<file path="src/hdl/mlsc_pkg.sv">
// Shared constants, types and management memory map of the low-speed control block.
package mlsc_pkg;

  // Lane count and clock rate.
  localparam int LANES         = 4;
  localparam int CLK_PERIOD_NS = 40;

  // Least low time on the module reset pin that counts as a reset, rounded up to cycles.
  localparam int RESET_MIN_NS  = 2000;
  localparam int RESET_MIN_CYC = (RESET_MIN_NS + CLK_PERIOD_NS - 1) / CLK_PERIOD_NS;
  localparam int RESET_CNT_W   = $clog2(RESET_MIN_CYC + 1);

  // Time the module needs to bring its settings up after a reset, rounded up to cycles.
  localparam int INIT_NS       = 20000;
  localparam int INIT_CYC      = (INIT_NS + CLK_PERIOD_NS - 1) / CLK_PERIOD_NS;
  localparam int INIT_CNT_W    = $clog2(INIT_CYC);

  // Two-wire bus framing.
  localparam logic [6:0] DEV_ADDR  = 7'h50;
  localparam logic [3:0] BYTE_BITS = 4'h8;

  // Management memory map, byte offsets.
  localparam logic [7:0] REG_STATUS     = 8'h02;
  localparam logic [7:0] REG_LOS        = 8'h03;
  localparam logic [7:0] REG_RX_POWER   = 8'h22;
  localparam logic [7:0] REG_TX_DISABLE = 8'h56;

  // Field positions and reset values.
  localparam int               STATUS_NOT_VALID_BIT = 0;
  localparam logic [LANES-1:0] TX_DISABLE_RESET     = 4'h0;
  localparam logic [LANES-1:0] LASER_OFF_RESET      = 4'hF;

  // Received power reading of one lane.
  typedef logic [15:0] mlsc_power_t;

  // Side-band and bus pins that arrive from outside the clock domain.
  typedef struct packed {
    logic scl;
    logic sda;
    logic selectN;
    logic resetN;
    logic lowPower;
  } mlsc_pins_t;

  localparam mlsc_pins_t PINS_RESET = '{scl: 1'b1, sda: 1'b1, selectN: 1'b1,
                                        resetN: 1'b1, lowPower: 1'b0};

  // Two-wire slave states, Gray coded along the usual path.
  typedef enum logic [2:0] {
    BUS_IDLE   = 3'h0,
    BUS_DEVADR = 3'h1,
    BUS_ACKDEV = 3'h3,
    BUS_WRBYTE = 3'h2,
    BUS_ACKWR  = 3'h6,
    BUS_RDBYTE = 3'h7,
    BUS_ACKRD  = 3'h5
  } mlsc_bus_state_t;

endpackage

</file>
<file path="src/hdl/mlsc_low_speed_ctrl.sv">
// Top of the module's low-speed management and control logic.
`timescale 1ns/100ps
// Contract
// - Serial bus transactions are answered only while module select is held low.
// - Serial clock and data give host read and write access to memory map.
// - Reset pin held low past minimum width restores every setting to default.
// - Completion is shown by asserting interrupt and clearing status-not-valid.
// - After power-up the completion interrupt comes without any host reset.
// - Low-power input high switches every laser off.
// - Transmitter is disabled by the hardware input, the serial command, or both.
// - Loss-of-signal alarm rises when any lane's received power drops below threshold.
// - Interrupt output drives low while a receive loss-of-signal is present.
// - No other alarm reaches the interrupt output; they stay in memory map.
// - Each lane's received power is monitored and readable over serial bus.
// - Presence line is tied low so the host sees the module present.
module mlsc_low_speed_ctrl
  import mlsc_pkg::*;
(
  input  wire logic                    sys_clk,
  input  wire logic                    rst_b,
  input  wire logic                    sclIn,
  input  wire logic                    sdaIn,
  output logic                         sdaOut,
  output logic                         sdaOeN,
  input  wire logic                    moduleSelectN,
  input  wire logic                    moduleResetN,
  input  wire logic                    lowPowerLaserOff,
  output logic                         presenceN,
  output logic                         interruptOutN,
  output logic [LANES-1:0]             laserOff,
  output logic [LANES-1:0]             receiveSignalLost,
  input  wire mlsc_power_t [LANES-1:0] rxPower,
  input  wire mlsc_power_t             losAssertLevel,
  input  wire mlsc_power_t             losDeassertLevel
);

  mlsc_pins_t               pinsRaw;
  mlsc_pins_t               pins;
  mlsc_power_t [LANES-1:0]  powerHeld;
  logic                     sclPrev_q;
  logic                     sdaPrev_q;
  logic                     sclRise;
  logic                     sclFall;
  logic                     startCond;
  logic                     stopCond;
  logic                     fsmActive;
  logic [RESET_CNT_W-1:0]   resetLowCnt_q;
  logic                     moduleReset;
  logic                     initBusy_q;
  logic [INIT_CNT_W-1:0]    initCnt_q;
  logic                     initDone;
  logic                     intPending_q;
  mlsc_bus_state_t          state_q;
  logic [3:0]               bitCnt_q;
  logic [7:0]               shift_q;
  logic [7:0]               ptr_q;
  logic                     rnw_q;
  logic                     nack_q;
  logic                     firstWr_q;
  logic                     sdaLow_q;
  logic [7:0]               readByte;
  logic                     loadRead;
  logic                     wrByteDone;
  logic                     rdByteDone;
  logic                     statusRead;
  logic [LANES-1:0]         transmitDisable_q;
  logic [LANES-1:0][7:0]    lsbHold_q;
  logic                     losAny;

  // All pins from the host board pass the synchroniser before any logic looks at them.
  assign pinsRaw.scl      = sclIn;
  assign pinsRaw.sda      = sdaIn;
  assign pinsRaw.selectN  = moduleSelectN;
  assign pinsRaw.resetN   = moduleResetN;
  assign pinsRaw.lowPower = lowPowerLaserOff;

  mlsc_pin_sync uPinSync (
    .sys_clk    (sys_clk),
    .rst_b      (rst_b),
    .pinsRaw    (pinsRaw),
    .pinsStable (pins)
  );

  mlsc_diagnostic_monitor uMonitor (
    .sys_clk          (sys_clk),
    .rst_b            (rst_b),
    .rxPower          (rxPower),
    .losAssertLevel   (losAssertLevel),
    .losDeassertLevel (losDeassertLevel),
    .powerHeld        (powerHeld),
    .laneLost         (receiveSignalLost)
  );

  // The presence line is a plain ground path on the module side.
  assign presenceN = 1'b0;

  // The data line is open drain: the level driven is always low, the enable decides.
  assign sdaOut = 1'b0;
  assign sdaOeN = ~sdaLow_q;

  // Bus edges, start and stop, all taken from the filtered pin levels.
  always_ff @(posedge sys_clk or negedge rst_b) begin
    if (!rst_b) begin
      sclPrev_q <= 1'b1;
      sdaPrev_q <= 1'b1;
    end else begin
      sclPrev_q <= pins.scl;
      sdaPrev_q <= pins.sda;
    end
  end

  assign sclRise   = pins.scl & ~sclPrev_q;
  assign sclFall   = ~pins.scl & sclPrev_q;
  assign startCond = pins.scl & sclPrev_q & sdaPrev_q & ~pins.sda;
  assign stopCond  = pins.scl & sclPrev_q & ~sdaPrev_q & pins.sda;
  assign fsmActive = ~pins.selectN & ~startCond & ~stopCond;

  // Count how long the reset pin has been low; short dips below the minimum do nothing.
  always_ff @(posedge sys_clk or negedge rst_b) begin
    if (!rst_b) begin
      resetLowCnt_q <= '0;
    end else if (pins.resetN) begin
      resetLowCnt_q <= '0;
    end else if (resetLowCnt_q != RESET_CNT_W'(RESET_MIN_CYC)) begin
      resetLowCnt_q <= resetLowCnt_q + RESET_CNT_W'(1);
    end
  end

  assign moduleReset = (resetLowCnt_q == RESET_CNT_W'(RESET_MIN_CYC));

  // Settling period after power-up or a pin reset; status reads as not valid meanwhile.
  always_ff @(posedge sys_clk or negedge rst_b) begin
    if (!rst_b) begin
      initBusy_q <= 1'b1;
      initCnt_q  <= '0;
    end else if (moduleReset) begin
      initBusy_q <= 1'b1;
      initCnt_q  <= '0;
    end else if (initBusy_q) begin
      if (initCnt_q == INIT_CNT_W'(INIT_CYC - 1)) begin
        initBusy_q <= 1'b0;
      end else begin
        initCnt_q <= initCnt_q + INIT_CNT_W'(1);
      end
    end
  end

  assign initDone = initBusy_q & ~moduleReset & (initCnt_q == INIT_CNT_W'(INIT_CYC - 1));

  // Completion interrupt stays until the host reads status or a pin reset takes effect; a new completion wins the read.
  always_ff @(posedge sys_clk or negedge rst_b) begin
    if (!rst_b) begin
      intPending_q <= 1'b0;
    end else if (initDone) begin
      intPending_q <= 1'b1;
    end else if (moduleReset || statusRead) begin
      intPending_q <= 1'b0;
    end
  end

  // Only loss of signal and reset completion pull the pin; other alarms stay in the map.
  assign losAny = |receiveSignalLost;

  always_ff @(posedge sys_clk or negedge rst_b) begin
    if (!rst_b) begin
      interruptOutN <= 1'b1;
    end else begin
      interruptOutN <= ~(losAny | intPending_q);
    end
  end

  // Either disable source turns a lane's laser off.
  always_ff @(posedge sys_clk or negedge rst_b) begin
    if (!rst_b) begin
      laserOff <= LASER_OFF_RESET;
    end else begin
      laserOff <= transmitDisable_q | {LANES{pins.lowPower}};
    end
  end

  // Strobes shared by the bus state machine and the memory map.
  assign loadRead   = fsmActive & sclFall &
                      (((state_q == BUS_ACKDEV) & rnw_q) | ((state_q == BUS_ACKRD) & ~nack_q));
  assign wrByteDone = fsmActive & sclFall & (state_q == BUS_WRBYTE) & (bitCnt_q == BYTE_BITS);
  assign rdByteDone = fsmActive & sclFall & (state_q == BUS_RDBYTE) & (bitCnt_q == BYTE_BITS);
  assign statusRead = loadRead & (ptr_q == REG_STATUS);

  // Two-wire slave. Deselect or stop drops everything and lets the data line go.
  always_ff @(posedge sys_clk or negedge rst_b) begin
    if (!rst_b) begin
      state_q  <= BUS_IDLE;
      bitCnt_q <= 4'h0;
      shift_q  <= 8'h00;
      rnw_q    <= 1'b0;
      nack_q   <= 1'b0;
      sdaLow_q <= 1'b0;
    end else if (pins.selectN || stopCond) begin
      state_q  <= BUS_IDLE;
      sdaLow_q <= 1'b0;
    end else if (startCond) begin
      state_q  <= BUS_DEVADR;
      bitCnt_q <= 4'h0;
      sdaLow_q <= 1'b0;
    end else begin
      unique case (state_q)
        BUS_IDLE: begin
        end
        BUS_DEVADR, BUS_WRBYTE: begin
          if (sclRise) begin
            shift_q  <= {shift_q[6:0], pins.sda};
            bitCnt_q <= bitCnt_q + 4'h1;
          end else if (sclFall && bitCnt_q == BYTE_BITS) begin
            bitCnt_q <= 4'h0;
            if (state_q == BUS_WRBYTE) begin
              state_q  <= BUS_ACKWR;
              sdaLow_q <= 1'b1;
            end else if (shift_q[7:1] == DEV_ADDR) begin
              state_q  <= BUS_ACKDEV;
              sdaLow_q <= 1'b1;
              rnw_q    <= shift_q[0];
            end else begin
              state_q <= BUS_IDLE;
            end
          end
        end
        BUS_ACKDEV, BUS_ACKRD: begin
          if (sclRise) begin
            nack_q <= pins.sda;
          end else if (sclFall) begin
            if (state_q == BUS_ACKRD && nack_q) begin
              state_q  <= BUS_IDLE;
              sdaLow_q <= 1'b0;
            end else if (state_q == BUS_ACKRD || rnw_q) begin
              state_q  <= BUS_RDBYTE;
              shift_q  <= readByte;
              sdaLow_q <= ~readByte[7];
            end else begin
              state_q  <= BUS_WRBYTE;
              sdaLow_q <= 1'b0;
            end
          end
        end
        BUS_ACKWR: begin
          if (sclFall) begin
            state_q  <= BUS_WRBYTE;
            sdaLow_q <= 1'b0;
          end
        end
        BUS_RDBYTE: begin
          if (sclRise) begin
            bitCnt_q <= bitCnt_q + 4'h1;
          end else if (sclFall) begin
            if (bitCnt_q == BYTE_BITS) begin
              state_q  <= BUS_ACKRD;
              bitCnt_q <= 4'h0;
              sdaLow_q <= 1'b0;
            end else begin
              shift_q  <= {shift_q[6:0], 1'b0};
              sdaLow_q <= ~shift_q[6];
            end
          end
        end
        default: begin
          state_q  <= BUS_IDLE;
          sdaLow_q <= 1'b0;
        end
      endcase
    end
  end

  // Address pointer: first written byte sets it, every data byte moves it on by one.
  always_ff @(posedge sys_clk or negedge rst_b) begin
    if (!rst_b) begin
      ptr_q     <= 8'h00;
      firstWr_q <= 1'b0;
    end else if (fsmActive && sclFall && state_q == BUS_ACKDEV && !rnw_q) begin
      firstWr_q <= 1'b1;
    end else if (wrByteDone) begin
      firstWr_q <= 1'b0;
      ptr_q     <= firstWr_q ? shift_q : ptr_q + 8'h01;
    end else if (rdByteDone) begin
      ptr_q <= ptr_q + 8'h01;
    end
  end

  // Software disable bits; a module reset returns them to default.
  always_ff @(posedge sys_clk or negedge rst_b) begin
    if (!rst_b) begin
      transmitDisable_q <= TX_DISABLE_RESET;
    end else if (moduleReset) begin
      transmitDisable_q <= TX_DISABLE_RESET;
    end else if (wrByteDone && !firstWr_q && ptr_q == REG_TX_DISABLE) begin
      transmitDisable_q <= shift_q[LANES-1:0];
    end
  end

  // Reading a power high byte freezes its low byte, so the pair never tears.
  for (genvar l = 0; l < LANES; l++) begin : gHold
    always_ff @(posedge sys_clk or negedge rst_b) begin
      if (!rst_b) begin
        lsbHold_q[l] <= 8'h00;
      end else if (loadRead && ptr_q == 8'(REG_RX_POWER + 2 * l)) begin
        lsbHold_q[l] <= powerHeld[l][7:0];
      end
    end
  end

  // Read data for the current pointer; unmapped offsets read as zero.
  always_comb begin
    readByte = 8'h00;
    if (ptr_q == REG_STATUS) begin
      readByte[STATUS_NOT_VALID_BIT] = initBusy_q;
    end else if (ptr_q == REG_LOS) begin
      readByte[LANES-1:0] = receiveSignalLost;
    end else if (ptr_q == REG_TX_DISABLE) begin
      readByte[LANES-1:0] = transmitDisable_q;
    end
    for (int l = 0; l < LANES; l++) begin
      if (ptr_q == 8'(REG_RX_POWER + 2 * l)) begin
        readByte = powerHeld[l][15:8];
      end else if (ptr_q == 8'(REG_RX_POWER + 2 * l + 1)) begin
        readByte = lsbHold_q[l];
      end
    end
  end

endmodule // mlsc_low_speed_ctrl

</file>
<file path="src/hdl/mlsc_pin_sync.sv">
// Three-stage pin synchroniser with a two-stage agreement filter per pin.
`timescale 1ns/100ps
module mlsc_pin_sync
  import mlsc_pkg::*;
(
  input  wire logic       sys_clk,
  input  wire logic       rst_b,
  input  wire mlsc_pins_t pinsRaw,
  output mlsc_pins_t      pinsStable
);

  localparam int W = $bits(mlsc_pins_t);
  localparam logic [W-1:0] RESET_BITS = PINS_RESET;

  logic [W-1:0] raw;
  logic [W-1:0] stable_q;

  assign raw        = pinsRaw;
  assign pinsStable = stable_q;

  // Each pin runs through three flops; the first is seen only by the second.
  for (genvar i = 0; i < W; i++) begin : gSync
    logic [2:0] stage_q;

    always_ff @(posedge sys_clk or negedge rst_b) begin
      if (!rst_b) begin
        stage_q <= {3{RESET_BITS[i]}};
      end else begin
        stage_q <= {stage_q[1:0], raw[i]};
      end
    end

    // A new level is taken only once stages two and three agree, which drops single glitches.
    always_ff @(posedge sys_clk or negedge rst_b) begin
      if (!rst_b) begin
        stable_q[i] <= RESET_BITS[i];
      end else if (stage_q[2] == stage_q[1]) begin
        stable_q[i] <= stage_q[2];
      end
    end
  end

endmodule // mlsc_pin_sync

</file>
<file path="src/hdl/mlsc_diagnostic_monitor.sv">
// Per-lane received power capture and loss-of-signal detection with hysteresis.
`timescale 1ns/100ps
module mlsc_diagnostic_monitor
  import mlsc_pkg::*;
(
  input  wire logic                    sys_clk,
  input  wire logic                    rst_b,
  input  wire mlsc_power_t [LANES-1:0] rxPower,
  input  wire mlsc_power_t             losAssertLevel,
  input  wire mlsc_power_t             losDeassertLevel,
  output mlsc_power_t [LANES-1:0]      powerHeld,
  output logic [LANES-1:0]             laneLost
);

  for (genvar l = 0; l < LANES; l++) begin : gLane
    // The reading is registered so the serial side always sees a settled value.
    always_ff @(posedge sys_clk or negedge rst_b) begin
      if (!rst_b) begin
        powerHeld[l] <= 16'h0000;
      end else begin
        powerHeld[l] <= rxPower[l];
      end
    end

    // Between the two levels the flag keeps its value, so a weak lane does not chatter.
    always_ff @(posedge sys_clk or negedge rst_b) begin
      if (!rst_b) begin
        laneLost[l] <= 1'b0;
      end else if (rxPower[l] < losAssertLevel) begin
        laneLost[l] <= 1'b1;
      end else if (rxPower[l] > losDeassertLevel) begin
        laneLost[l] <= 1'b0;
      end
    end
  end

endmodule // mlsc_diagnostic_monitor

</file>
<file path="config.mk">
export PLATFORM = sky130hd
export DESIGN_NAME = mlsc_low_speed_ctrl
export DESIGN_NICKNAME = d
export VERILOG_FILES = /design/src/hdl/mlsc_pkg.sv /design/src/hdl/mlsc_low_speed_ctrl.sv /design/src/hdl/mlsc_pin_sync.sv /design/src/hdl/mlsc_diagnostic_monitor.sv
export SDC_FILE = /design/constraint.sdc
export NUM_CORES = 1
export LEC_CHECK = 0
export ABC_AREA = 1
export ABC_CLOCK_PERIOD_IN_PS = 5700
export BUFFER_PORTS_ARGS = -buffer_cell sky130_fd_sc_hd__buf_4
export CORE_ASPECT_RATIO = 2
export CORE_MARGIN = 2
export CORE_UTILIZATION = 55
export DETAILED_ROUTE_END_ITERATION = 16
export GPL_ROUTABILITY_DRIVEN = 0
export GPL_TIMING_DRIVEN = 0
export PLACE_DENSITY = 0.77
export SLEW_MARGIN = 20
export SYNTH_ARGS = -nofsm -noshare
export SYNTH_HDL_FRONTEND = slang
export SYNTH_SLANG_ARGS = --single-unit
</file>
<file path="constraint.sdc">
create_clock -name sys_clk -period 5.7 [get_ports sys_clk]
set_input_delay 0.285 -clock sys_clk [delete_from_list [all_inputs] [get_ports sys_clk]]
set_output_delay 0.285 -clock sys_clk [all_outputs]
set_load 0.01 [all_outputs]
</file>
Word level (Yosys, flattened, before mapping)
Index checks and enable logic that the tools add are counted.
- ROM bits: 0
- bits of input ports: 103
- bits in latches: 0
- word-level logic and storage cells: 263
- bits in registers: 175
- memory bits (writable): 0
- memories kept: 0
- output and inout bits: 12
- divide/modulo/power cells: 0
- $lt $le $gt $ge: 8
- multiply operators: 0
- bitwise operators: 40
- reductions and logical operators: 40
- add/sub/neg operators: 4
- muxes and demuxes: 83
- equality and inequality tests: 49
- shift operators: 0
- operators with widths (operator ; number):
    8-bit two-way mux ; 19
    8-bit by 6-bit equality test with 1-bit output (second input constant) ; 8
    16-bit > comparator ; 4
    16-bit less-than comparator ; 4
    3-bit two-way mux ; 14
    4-bit two-way mux ; 10
    1-bit two-way mux ; 30
    4-bit inequality test (second input constant) ; 7
    9-bit two-way mux ; 3
    8-bit case mux with 3 select lines ; 1
    1-bit AND ; 20
    2-bit nonzero test ; 10
    2-bit inequality test (second input constant) ; 9
    9-bit AND reduction ; 2
    1-bit NOT ; 17
    8-bit by 2-bit equality test with 1-bit output (second input constant) ; 2
    3-bit case mux with 5 select lines ; 1
    6-bit two-way mux ; 2
    4-bit by 3-bit inequality test with 1-bit output (second input constant) ; 3
    1-bit logical AND ; 11
    11-bit AND reduction ; 1
    9-bit by 1-bit adder with 9-bit output (second input constant) ; 1
    3-bit equality test (second input constant) ; 3
    9-bit equality test (second input constant) ; 1
    other kinds (29) ; 41

Longest topological paths before layout
Gate-level depths: netlist of the first run.
- depth in word-level cells: 20
- depth in mapped cells: 18
- depth with buffers taken out: 18

Hierarchy
Synthesis of the first run repeated with hierarchy kept, for this count alone.
- cell total of the unflattened synthesis: 1225
- area, all modules: 10522.6 um2
- by module, submodules not included (module ; area each (um2) ; seq. area each (um2) ; cells each ; instances):
    mlsc_low_speed_ctrl ; 5277.6 ; 2187.1 ; 686 ; 1
    mlsc_diagnostic_monitor ; 4643.2 ; 1701.6 ; 499 ; 1
    mlsc_pin_sync ; 601.8 ; 520.5 ; 40 ; 1

Worst setup path before layout of the first run
No wires, ideal clock.
- kind: reg-to-reg
- start: register uPinSync.stable_q[4], in the netlist uPinSync.pinsStable[4]
- end: register lsbHold_q[12] in the netlist's numbering
- period minus slack after synthesis: 1986 ps
- arrival: 1861 ps
- data required time: 5575 ps
- stages on the path, launching flop included: 11
- path buffers: 1
- setup slack: 3714 ps
- setup time: 125 ps
- cells stage by stage: dfstp_2 ha_1 nand3_1 inv_1 nor2_4 nand2_1 nor2_4 inv_8 nor2_4 buf_8 mux2_4
- cells in the longest elaborated chain, start to end: 9
- elaborated cells on any way between the ends: 14
- classes of those cells: bitwise (13); reduce/logical (1)
- ends and longest elaborated chain (what ; line ; source):
    start, declared ; mlsc_pin_sync.sv:16 ; logic [W-1:0] stable_q;
    start signal, assigned by index ; mlsc_pin_sync.sv:36 ; stable_q[i] <= RESET_BITS[i];
    start signal, assigned by index ; mlsc_pin_sync.sv:38 ; stable_q[i] <= stage_q[2];
    1-bit AND ; mlsc_low_speed_ctrl.sv:114, mlsc_low_speed_ctrl.sv:115 ;
    1-bit AND (2 in a row) ; mlsc_low_speed_ctrl.sv:114 ; assign startCond = pins.scl & sclPrev_q & sdaPrev_q & ~pins.sda;
    1-bit NOT (no line) ; -- ;
    1-bit AND (2 in a row) ; mlsc_low_speed_ctrl.sv:116 ; assign fsmActive = ~pins.selectN & ~startCond & ~stopCond;
    1-bit AND * (2 in a row) ; mlsc_low_speed_ctrl.sv:182 ; assign loadRead = fsmActive & sclFall &
    1-bit logical AND * ; mlsc_low_speed_ctrl.sv:302 ; end else if (loadRead && ptr_q == 8'(REG_RX_POWER + 2 * l)) begin
    end signal, assigned by index ; mlsc_low_speed_ctrl.sv:303 ; lsbHold_q[l] <= powerHeld[l][7:0];
    end, declared ; mlsc_low_speed_ctrl.sv:67 ; logic [LANES-1:0][7:0] lsbHold_q;
Mark *: on every way between the ends. The rest lies on a longest branch, timed or not.
A chain may end at the register's enable or synchronous reset.

Worst setup path after layout of the first run
- start: register uPinSync.stable_q[3], in the netlist uPinSync.pinsStable[3]
- end: register lsbHold_q[13] in the netlist's numbering
- cells in the longest elaborated chain, start to end: 8
- elaborated cells on any way between the ends: 10
- classes of those cells: bitwise (9); reduce/logical (1)
- ends and longest elaborated chain (what ; line):
    1-bit NOT ; mlsc_low_speed_ctrl.sv:114
    1-bit AND ; mlsc_low_speed_ctrl.sv:114
    1-bit NOT (no line) ; --
    1-bit AND ; mlsc_low_speed_ctrl.sv:116
    1-bit AND * ; mlsc_low_speed_ctrl.sv:116
    1-bit AND * (2 in a row) ; mlsc_low_speed_ctrl.sv:182
    1-bit logical AND * ; mlsc_low_speed_ctrl.sv:302
Marks and branches as above.

==> load_flow_metrics.sql, run 1 <==
INSERT INTO impl_metrics (metric_group, metric, value, unit) VALUES
('timing', 'setup_viol_count_final', '0', ''),
('power_and_ir_drop', 'power_frac_clock', '37.7', '%'),
('synth', 'synth_top_cell_by_area', 'dfrtp_1', ''),
('timing', 'period_minus_slack', '2.35', 'ns'),
('synth', 'synth.distinct_cells', '60', ''),
('global_route', 'antenna_violations_before_repair', '0', ''),
('placed_design', 'detailedPlacementHpwl', '22300', 'microns'),
('critical_path', 'crit_path_top_delay_cell', 'dfstp_2', ''),
('floorplanning', 'die_width', '101', 'microns'),
('clocking', 'clockBufferDepth', '2', ''),
('run_status', 'run_status', 'finished, final reports clean', ''),
('detailed_routing', 'num_vias', '9041', ''),
('synth', 'synthTopCellsByArea', 'dfrtp_1, ha_1, nand2_1', ''),
('synth', 'synth_most_common_cell', 'nand2_1', ''),
('synth', 'yosysSeqAreaShare', '42.7', '%'),
('clocking', 'post-cts-setup-buffer-count', '0', ''),
('critical_path', 'critPathArrivalTime', '2.67', 'ns'),
('power_and_ir_drop', 'power_density', '236', 'nW/um^2'),
('layout', 'seqCellArea', '4410', 'sq um'),
('power_and_ir_drop', 'total_switching_power', '0.000888', 'W'),
('critical_path', 'endpoint_kind', 'flop', ''),
('global_route', 'first_pass_grt_wire_length', '46200', 'microns'),
('timing', 'final_max_slew_viol_count', '0', ''),
('timing', 'grt_setup_unrepaired', 'no', ''),
('clocking', 'cts_tree', 'built', ''),
('synth', 'yosysWarnings', '0', ''),
('layout', 'synthToLayoutAreaGrowth', '23.5', '%'),
('power_and_ir_drop', 'fin_total_pwr', '0.00302', 'W'),
('synth', 'synth_commonest_cells', 'nand2_1, inv_1, dfrtp_1', ''),
('layout', 'antenna_cells', '0', ''),
('worst_hold_path', 'timing.hold.worst.class', 'flop to flop', ''),
('floorplanning', 'floorplan.initialDensity', '56.2', '%'),
('synth', 'ys_seq_elements', '175', ''),
('job', 'maxCapViolations', '0', ''),
('critical_path', 'worst_path_largest_cell_delay', '0.58', 'ns'),
('power_and_ir_drop', 'static-leakage-power', '6.34', 'nW'),
('critical_path', 'worst_setup_path_start_kind', 'flop', ''),
('timing', 'setup-tns-final', '0', 'ns'),
('global_route', 'first_global_vias', '9312', ''),
('global_route', 'globalRouteOverflowTotal', '0', ''),
('layout', 'finish.net_count', '1600', ''),
('clocking', 'clock_insertion_delay_worst_skew', '0.44', 'ns'),
('floorplanning', 'die_area', '20000', 'sq um'),
('timing', 'hold_viol', '0', ''),
('timing', 'maxClockFrequency', '426', 'MHz'),
('critical_path', 'path_buf_inv', '4', ''),
('detailed_routing', 'drc_errors', '0', ''),
('critical_path', 'required_time_of_the_critical_path', '6.02', 'ns'),
('power_and_ir_drop', 'sw_ratio', '29.4', '%'),
('critical_path', 'critical_path_class', 'flop to flop', ''),
('global_route', 'pin_count_of_the_biggest_net_entering_global_routing', '90', ''),
('global_route', 'track_usage', '30.6', '%'),
('detailed_routing', 'wirelength', '29100', 'microns'),
('power_and_ir_drop', 'vdd_drop_max', '154', 'uV'),
('placed_design', 'port_buffers', '112', ''),
('clocking', 'clock_sink_count', '175', ''),
('detailed_routing', 'antenna_violating_nets_left', '0', ''),
('synth', 'post_synth.cell_area_avg', '8.92', 'sq um'),
('layout', 'multi_input_area', '5170', 'sq um'),
('clocking', 'cts_inserted_buffers', '17', ''),
('power_and_ir_drop', 'cell_internal_pwr', '0.00213', 'W'),
('timing', 'fin_hold_ws', '0.350', 'ns'),
('detailed_routing', 'post_drt_via_cell_ratio', '5.69', ''),
('layout', 'layout_fillers', '1418', ''),
('critical_path', 'path_cells', 'inv_1, nand3_1, inv_1, nor2_4, nand2_1, nor2_4, inv_8, nor2_4, buf_8, mux2_4', ''),
('critical_path', 'cp_max_fo', '10', ''),
('layout', 'final_cell_utilization_of_the_core', '69.4', '%'),
('power_and_ir_drop', 'seqPwrFrac', '46.4', '%'),
('detailed_routing', 'detail_route.iter0.violations', '526', ''),
('timing', 'min_period_over_period', '41.2', '%'),
('clocking', 'clkSlewWorstSetupHoldPaths', '0.07', 'ns');
-- metal layers --
metal	GRT usage, %	part of all wire [%]
met1	28.5	32
met2	54.9	53
met3	4.66	4.0
met4	28.2	11
met5	0	0
-- registers in the layout, summed over array words and instances, names as in the netlist --
register and cells:
rnw_q 1, sclPrev_q 1, laserOff 4, uMonitor.powerHeld 64, interruptOutN 1, resetLowCnt_q 6, state_q 3, intPending_q 1
firstWr_q 1, sdaLow_q 1, lsbHold_q 32, ptr_q 8, uMonitor.laneLost 4, nack_q 1, sdaPrev_q 1, initCnt_q 9
transmitDisable_q 4, bitCnt_q 4, initBusy_q 1, shift_q 8, uPinSync.gSync.stage_q 15, uPinSync.pinsStable 5
-- cell families (layout without fill, tap and decap cells) --
family | after synthesis | in the layout | synth area share, %
xor gates and xnor gates | 3 | 3 | 0.254
and+or+nand+nor | 392 | 392 | 17.2
DFF | 175 | 175 | 42.7
buffers and inverters | 184 | 399 | 7.36
muxes | 14 | 14 | 1.89
AOI/OAI and AO/OA | 248 | 248 | 13.6
adders and majority gates | 141 | 141 | 17.0
other | 1 | 2 | 0.0363
-- what timing repair did --
item                                   in CTS  in global routing
hold buffers                               69                  1
resized for setup                           0                  0
endpoints found under the hold margin     150                  1
-- path summary, 6_finish.rpt --
path	from	end	slack [ns]	depth (start not counted)
max reg2reg	uPinSync.pinsStable[3]	lsbHold_q[13]	3.35	10
min reg2reg	uPinSync.gSync[0].stage_q[0]	uPinSync.gSync[0].stage_q[1]	0.35	0
max	uPinSync.pinsStable[3]	lsbHold_q[13]	3.35	10
min in group asynchronous	rst_b	uPinSync.pinsStable[0]	0.43	2
min	uPinSync.gSync[0].stage_q[0]	uPinSync.gSync[0].stage_q[1]	0.35	0
max in group asynchronous	rst_b	uPinSync.gSync[2].stage_q[0]	4.38	3
-- per-stage QoR --
stage	cells	area, sq um	worst slack (ns)
floorplan	1159	10300	3.71
detailed placement	1488	11500	3.38
finish	1590	12800	3.35
CTS	1589	12800	3.34
global placement	1487	11400	3.39
global route	1590	12800	3.13
-- placed cells by master, fill, tap and decap left out, types with 5 or more instances in the layout --
cell / instances
o21ai_0: 100
nand3_1: 47
inv_2: 10
dfstp_2: 24
dlygate4sd3_1: 70
mux2_4: 10
o22ai_1: 6
clkbuf_16: 17
buf_4: 115
nand2_1: 217
nand4_1: 14
a211oi_1: 6
nor3_1: 16
o2111ai_1: 5
dfrtp_1: 151
nor2_4: 9
or2_2: 5
a21oi_1: 86
maj3_1: 5
inv_8: 5
o21bai_1: 5
nor2_1: 61
o211ai_1: 11
ha_1: 136
inv_1: 157
-- power groups by stage --
stage	registers [W]	logic, W	clock network, W
floorplan	0.00139	0.000232	0
global placement	0.00142	0.000407	0
detailed placement	0.00142	0.000428	0
CTS	0.00140	0.000469	0.00115
global route	0.00141	0.000539	0.00120
finish	0.00140	0.000479	0.00114
-- area by class of cell --
| class | count | share of cell area, % |
|---|---|---|
| clock inverter | 14 | 1.12 |
| inverter | 170 | 5.08 |
| sequential | 175 | 34.5 |
| timing repair buffer | 183 | 12.4 |
| multi-input combinational | 800 | 40.5 |
| buffer | 14 | 0.882 |
| tap | 216 | 2.12 |
| clock buffer | 18 | 3.44 |
Note: power is estimated with default switching activity, not from simulation.
==> run 2: changes to the inputs <==
ABC_AREA = 0   (was 1)
ABC_CLOCK_PERIOD_IN_PS = 2350   (was 5700)
clock period = 2.35 ns   (was 5.7 ns; I/O delays follow)
==> run 2 against run 1 <==
  * Sequential power increased by 130%
  * Power increased by 130%
  * Setup slack got worse by 3.4 ns
  * Via count increased by 2.3%
  * First-iteration DRC count increased by 21%
  * Critical path depth decreased by 1
  * Combinational power increased by 130%
  * Wire length increased by 16%
==> load_flow_metrics.sql, run 2 <==
INSERT INTO impl_metrics (metric_group, metric, value, unit) VALUES
('synth', 'ys_seq_elements', '175', ''),
('layout', 'flip_flop_count_of_the_largest_register_all_copies_and_words_added', '64', ''),
('floorplanning', 'die_width', '101', 'microns'),
('critical_path', 'endpoint_kind', 'flop', ''),
('critical_path', 'ff_to_ff_setup_slack', '0.003', 'ns'),
('global_route', 'first_global_vias', '9524', ''),
('floorplanning', 'core', '18300', 'sq um'),
('worst_hold_path', 'hold_depth', '6', ''),
('timing', 'min_period_over_period', '99.9', '%'),
('run_status', 'run_status', 'finished, final reports clean', ''),
('clocking', 'clock_sink_count', '175', ''),
('detailed_routing', 'wirelength', '33800', 'microns'),
('clocking', 'clkSlewWorstSetupHoldPaths', '0.07', 'ns'),
('detailed_routing', 'detail_route.iter0.violations', '637', ''),
('critical_path', 'path_buf_inv', '2', ''),
('synth', 'synth_top_cell_by_area', 'dfrtp_1', ''),
('global_route', 'antenna_violations_before_repair', '1', ''),
('worst_hold_path', 'hold_path.startpoint', 'losDeassertLevel[7]', ''),
('power_and_ir_drop', 'power_density', '536', 'nW/um^2'),
('critical_path', 'critPathArrivalTime', '2.66', 'ns'),
('critical_path', 'worst_path_largest_cell_delay', '0.40', 'ns'),
('synth', 'count_of_mapped_cells_out_of_synthesis', '1007', ''),
('critical_path', 'critical_path_class', 'flop to flop', ''),
('power_and_ir_drop', 'vdd_drop_max', '418', 'uV'),
('placed_design', 'dp.cells', '1337', ''),
('floorplanning', 'row_count', '70', ''),
('placed_design', 'detailedPlacementHpwl', '24400', 'microns'),
('critical_path', 'rr_startpoint', 'ptr_q[0]', ''),
('floorplanning', 'floorplan.initialDensity', '56.3', '%'),
('critical_path', 'crit_path_top_delay_cell', 'dfrtp_2', ''),
('layout', 'mostFrequentLayoutCells', 'dfrtp_1, ha_1, buf_4, dlygate4sd3_1, nor2_1', ''),
('critical_path', 'path_cells', 'inv_2, ha_4, and3b_2, and4_1, clkbuf_1, a21oi_2, a21oi_1, o221a_2, a221o_1', ''),
('clocking', 'clk_root_buffer_cell', 'clkbuf_16', ''),
('power_and_ir_drop', 'fin_total_pwr', '0.00696', 'W'),
('critical_path', 'worst_setup_path_start_kind', 'flop', ''),
('power_and_ir_drop', 'static-leakage-power', '6.09', 'nW'),
('critical_path', 'cpLargestDelayFamily', 'compound AO/OA/AOI/OAI gates', ''),
('detailed_routing', 'num_vias', '9247', ''),
('global_route', 'first_pass_grt_wire_length', '51500', 'microns'),
('layout', 'finish.net_count', '1457', ''),
('timing', 'setup_viol_count_final', '0', ''),
('synth', 'synth_commonest_cells', 'dfrtp_1, ha_1, nor2_1', ''),
('critical_path', 'cp_max_fo', '9', ''),
('detailed_routing', 'detail_route.first_pass.iterations', '5', ''),
('floorplanning', 'die_area', '19900', 'sq um'),
('synth', 'syn_area', '10300', 'sq um'),
('synth', 'asyncSetResetFlopFracSynth', '100', '%'),
('synth', 'synth_enable_flop_cells', '0', ''),
('critical_path', 'rr_worst_depth', '9', ''),
('layout', 'most_common_cell_after_layout_fill_and_taps_aside', 'dfrtp_1', ''),
('critical_path', 'path_depth', '9', ''),
('worst_hold_path', 'timing.hold.worst.class', 'input port to flop', ''),
('critical_path', 'worst_r2r_endpoint', 'shift_q[3]', ''),
('clocking', 'cts_inserted_buffers', '17', ''),
('detailed_routing', 'drc_errors', '0', ''),
('synth', 'yosysSeqAreaShare', '42.8', '%'),
('synth', 'synthFlopType', 'dfrtp_1', ''),
('detailed_routing', 'detail_route.wl_per_cell', '23.3', 'microns'),
('job', 'maxCapViolations', '0', ''),
('clocking', 'htree_levels', '4', ''),
('timing', 'maxClockFrequency', '426', 'MHz'),
('floorplanning', 'dieHeight', '198', 'microns'),
('synth', 'synth.distinct_cells', '75', ''),
('layout', 'layout-drive-gt1-share', '22.6', '%'),
('floorplanning', 'ios', '115', ''),
('timing', 'tightestPinTransition', '0.809', 'ns'),
('timing', 'fin_hold_ws', '0.292', 'ns'),
('clocking', 'clockBufferDepth', '2', ''),
('layout', 'registers.top_by_ff_count', 'uMonitor.powerHeld', ''),
('placed_design', 'port_buffers', '112', ''),
('global_route', 'track_usage', '35.2', '%'),
('detailed_routing', 'antenna_violating_nets_left', '0', ''),
('clocking', 'cts_tree', 'built', ''),
('synth', 'yosysWarnings', '0', ''),
('timing', 'period_minus_slack', '2.35', 'ns'),
('detailed_routing', 'post_drt_via_cell_ratio', '6.39', ''),
('timing', 'hold_viol', '0', ''),
('global_route', 'globalRouteOverflowTotal', '0', ''),
('timing', 'worst_slew_margin_rel', '44.7', '%'),
('synth', 'synthTopCellsByArea', 'dfrtp_1, ha_1, dfstp_2', ''),
('synth', 'synth_top_area_share', '36.7', '%'),
('synth', 'post_synth.cell_area_avg', '10.2', 'sq um'),
('clocking', 'clock_insertion_delay_worst_skew', '0.44', 'ns'),
('global_route', 'pin_count_of_the_biggest_net_entering_global_routing', '101', ''),
('timing', 'final_max_slew_viol_count', '0', ''),
('layout', 'synthToLayoutAreaGrowth', '26.1', '%'),
('layout', 'largestRegisters', 'uMonitor.powerHeld (64), lsbHold_q (32), uPinSync.gSync.stage_q (15)', ''),
('timing', 'grt_setup_unrepaired', 'yes', ''),
('critical_path', 'required_time_of_the_critical_path', '2.67', 'ns'),
('layout', 'finish.cell_count_without_fillers', '1448', ''),
('synth', 'synth_most_common_cell', 'dfrtp_1', ''),
('timing', 'skew', '0.0131', 'ns'),
('worst_hold_path', 'hold-path-endpoint', 'uMonitor.laneLost[0]', '');
-- run 2: cell types whose count changed after synthesis, sizes merged, moves of 10 or more --
cell and delta:
a2111oi +10, a21o +19, a21oi -21, clkbuf +19
inv -107, mux2 +20, nand2 -167, nand2b +10
nand3 -13, nor2b +18, o21ai -47, o31ai +12
-- run 2: worst reg2reg max path, cell delays in order, from the launching register on --
cell      delay, ns
dfrtp_2        0.40
inv_2          0.08
ha_4           0.21
and3b_2        0.27
and4_1         0.20
clkbuf_1       0.17
a21oi_2        0.18
a21oi_1        0.09
o221a_2        0.30
a221o_1        0.32
-- run 2: what timing repair did --
item,CTS,global route
gates resized for setup,27,37
hold buffers,70,0
endpoints found under the setup margin,51,57
buffers inserted,5,6
pin swaps,4,7
endpoints found under the hold margin,145,0
-- run 2: area by class of cell --
class | count | area [sq um]
Fill cell | 1290 | 5310
Antenna cell | 1 | 2.50
Timing Repair Buffer | 194 | 1680
Sequential cell | 175 | 4410
Multi-Input combinational cell | 740 | 5700
Tap cell | 216 | 270
Inverter | 62 | 233
Clock buffer | 19 | 443
Clock inverter | 13 | 103
Buffer | 28 | 150
-- run 2: worst max-delay path by stage --
| stage | start | to | slack [ns] |
|---|---|---|---|
| after global routing | ptr_q[0] | shift_q[1] | -0.04 |
| final | ptr_q[0] | shift_q[3] | 0.003 |
| after detailed placement | ptr_q[0] | shift_q[3] | -0.67 |
| after floorplan | ptr_q[0] | shift_q[3] | 0.09 |
| after global placement | ptr_q[0] | shift_q[3] | -0.68 |
| after CTS | uPinSync.pinsStable[3] | lsbHold_q[17] | -0.01 |
-- run 2: through the flow --
| stage | area [sq um] | utilization [%] | setup TNS, ns | worst slack, ns |
|---|---|---|---|---|
| after global routing | 13000 | 71.0 | -0.176 | -0.0388 |
| after floorplan | 10300 | - | 0 | 0.0940 |
| after global placement | 11400 | 62.4 | -8.43 | -0.677 |
| after detailed placement | 11500 | 62.6 | -10.16 | -0.675 |
| after CTS | 12800 | 70.2 | -0.0305 | -0.0143 |
| final | 13000 | 71.0 | 0 | 0.00263 |
-- run 2: layer usage --
metal  vias up  share of wire [%]  global-route usage, %
met3       194                5.5                   7.68
met4         0                 12                   33.6
met1      4436                 31                   32.9
met2       458                 52                   60.8
li1       4159                  -                      -
met5         -                  0                      0
-- run 2: kinds of logic (layout without fill, tap and decap cells) --
logic type | Yosys count | after routing | synth area share, %
AO/OA/AOI/OAI | 267 | 267 | 17.1
XOR/XNOR | 12 | 12 | 1.02
adder cells (fa/ha/maj) | 141 | 141 | 17.0
buffers and inverters | 93 | 316 | 3.66
flip-flops | 175 | 175 | 42.8
multiplexers | 42 | 42 | 4.49
other | 1 | 3 | 0.0364
AND/OR/NAND/NOR | 276 | 276 | 13.9
-- run 2: power by group --
group	internal, W	switching, W	leakage, nW
logic	0.000499	0.000586	3.64
clock network	0.00140	0.00123	0.267
registers	0.00315	0.000100	2.18
total	0.00505	0.00192	6.09
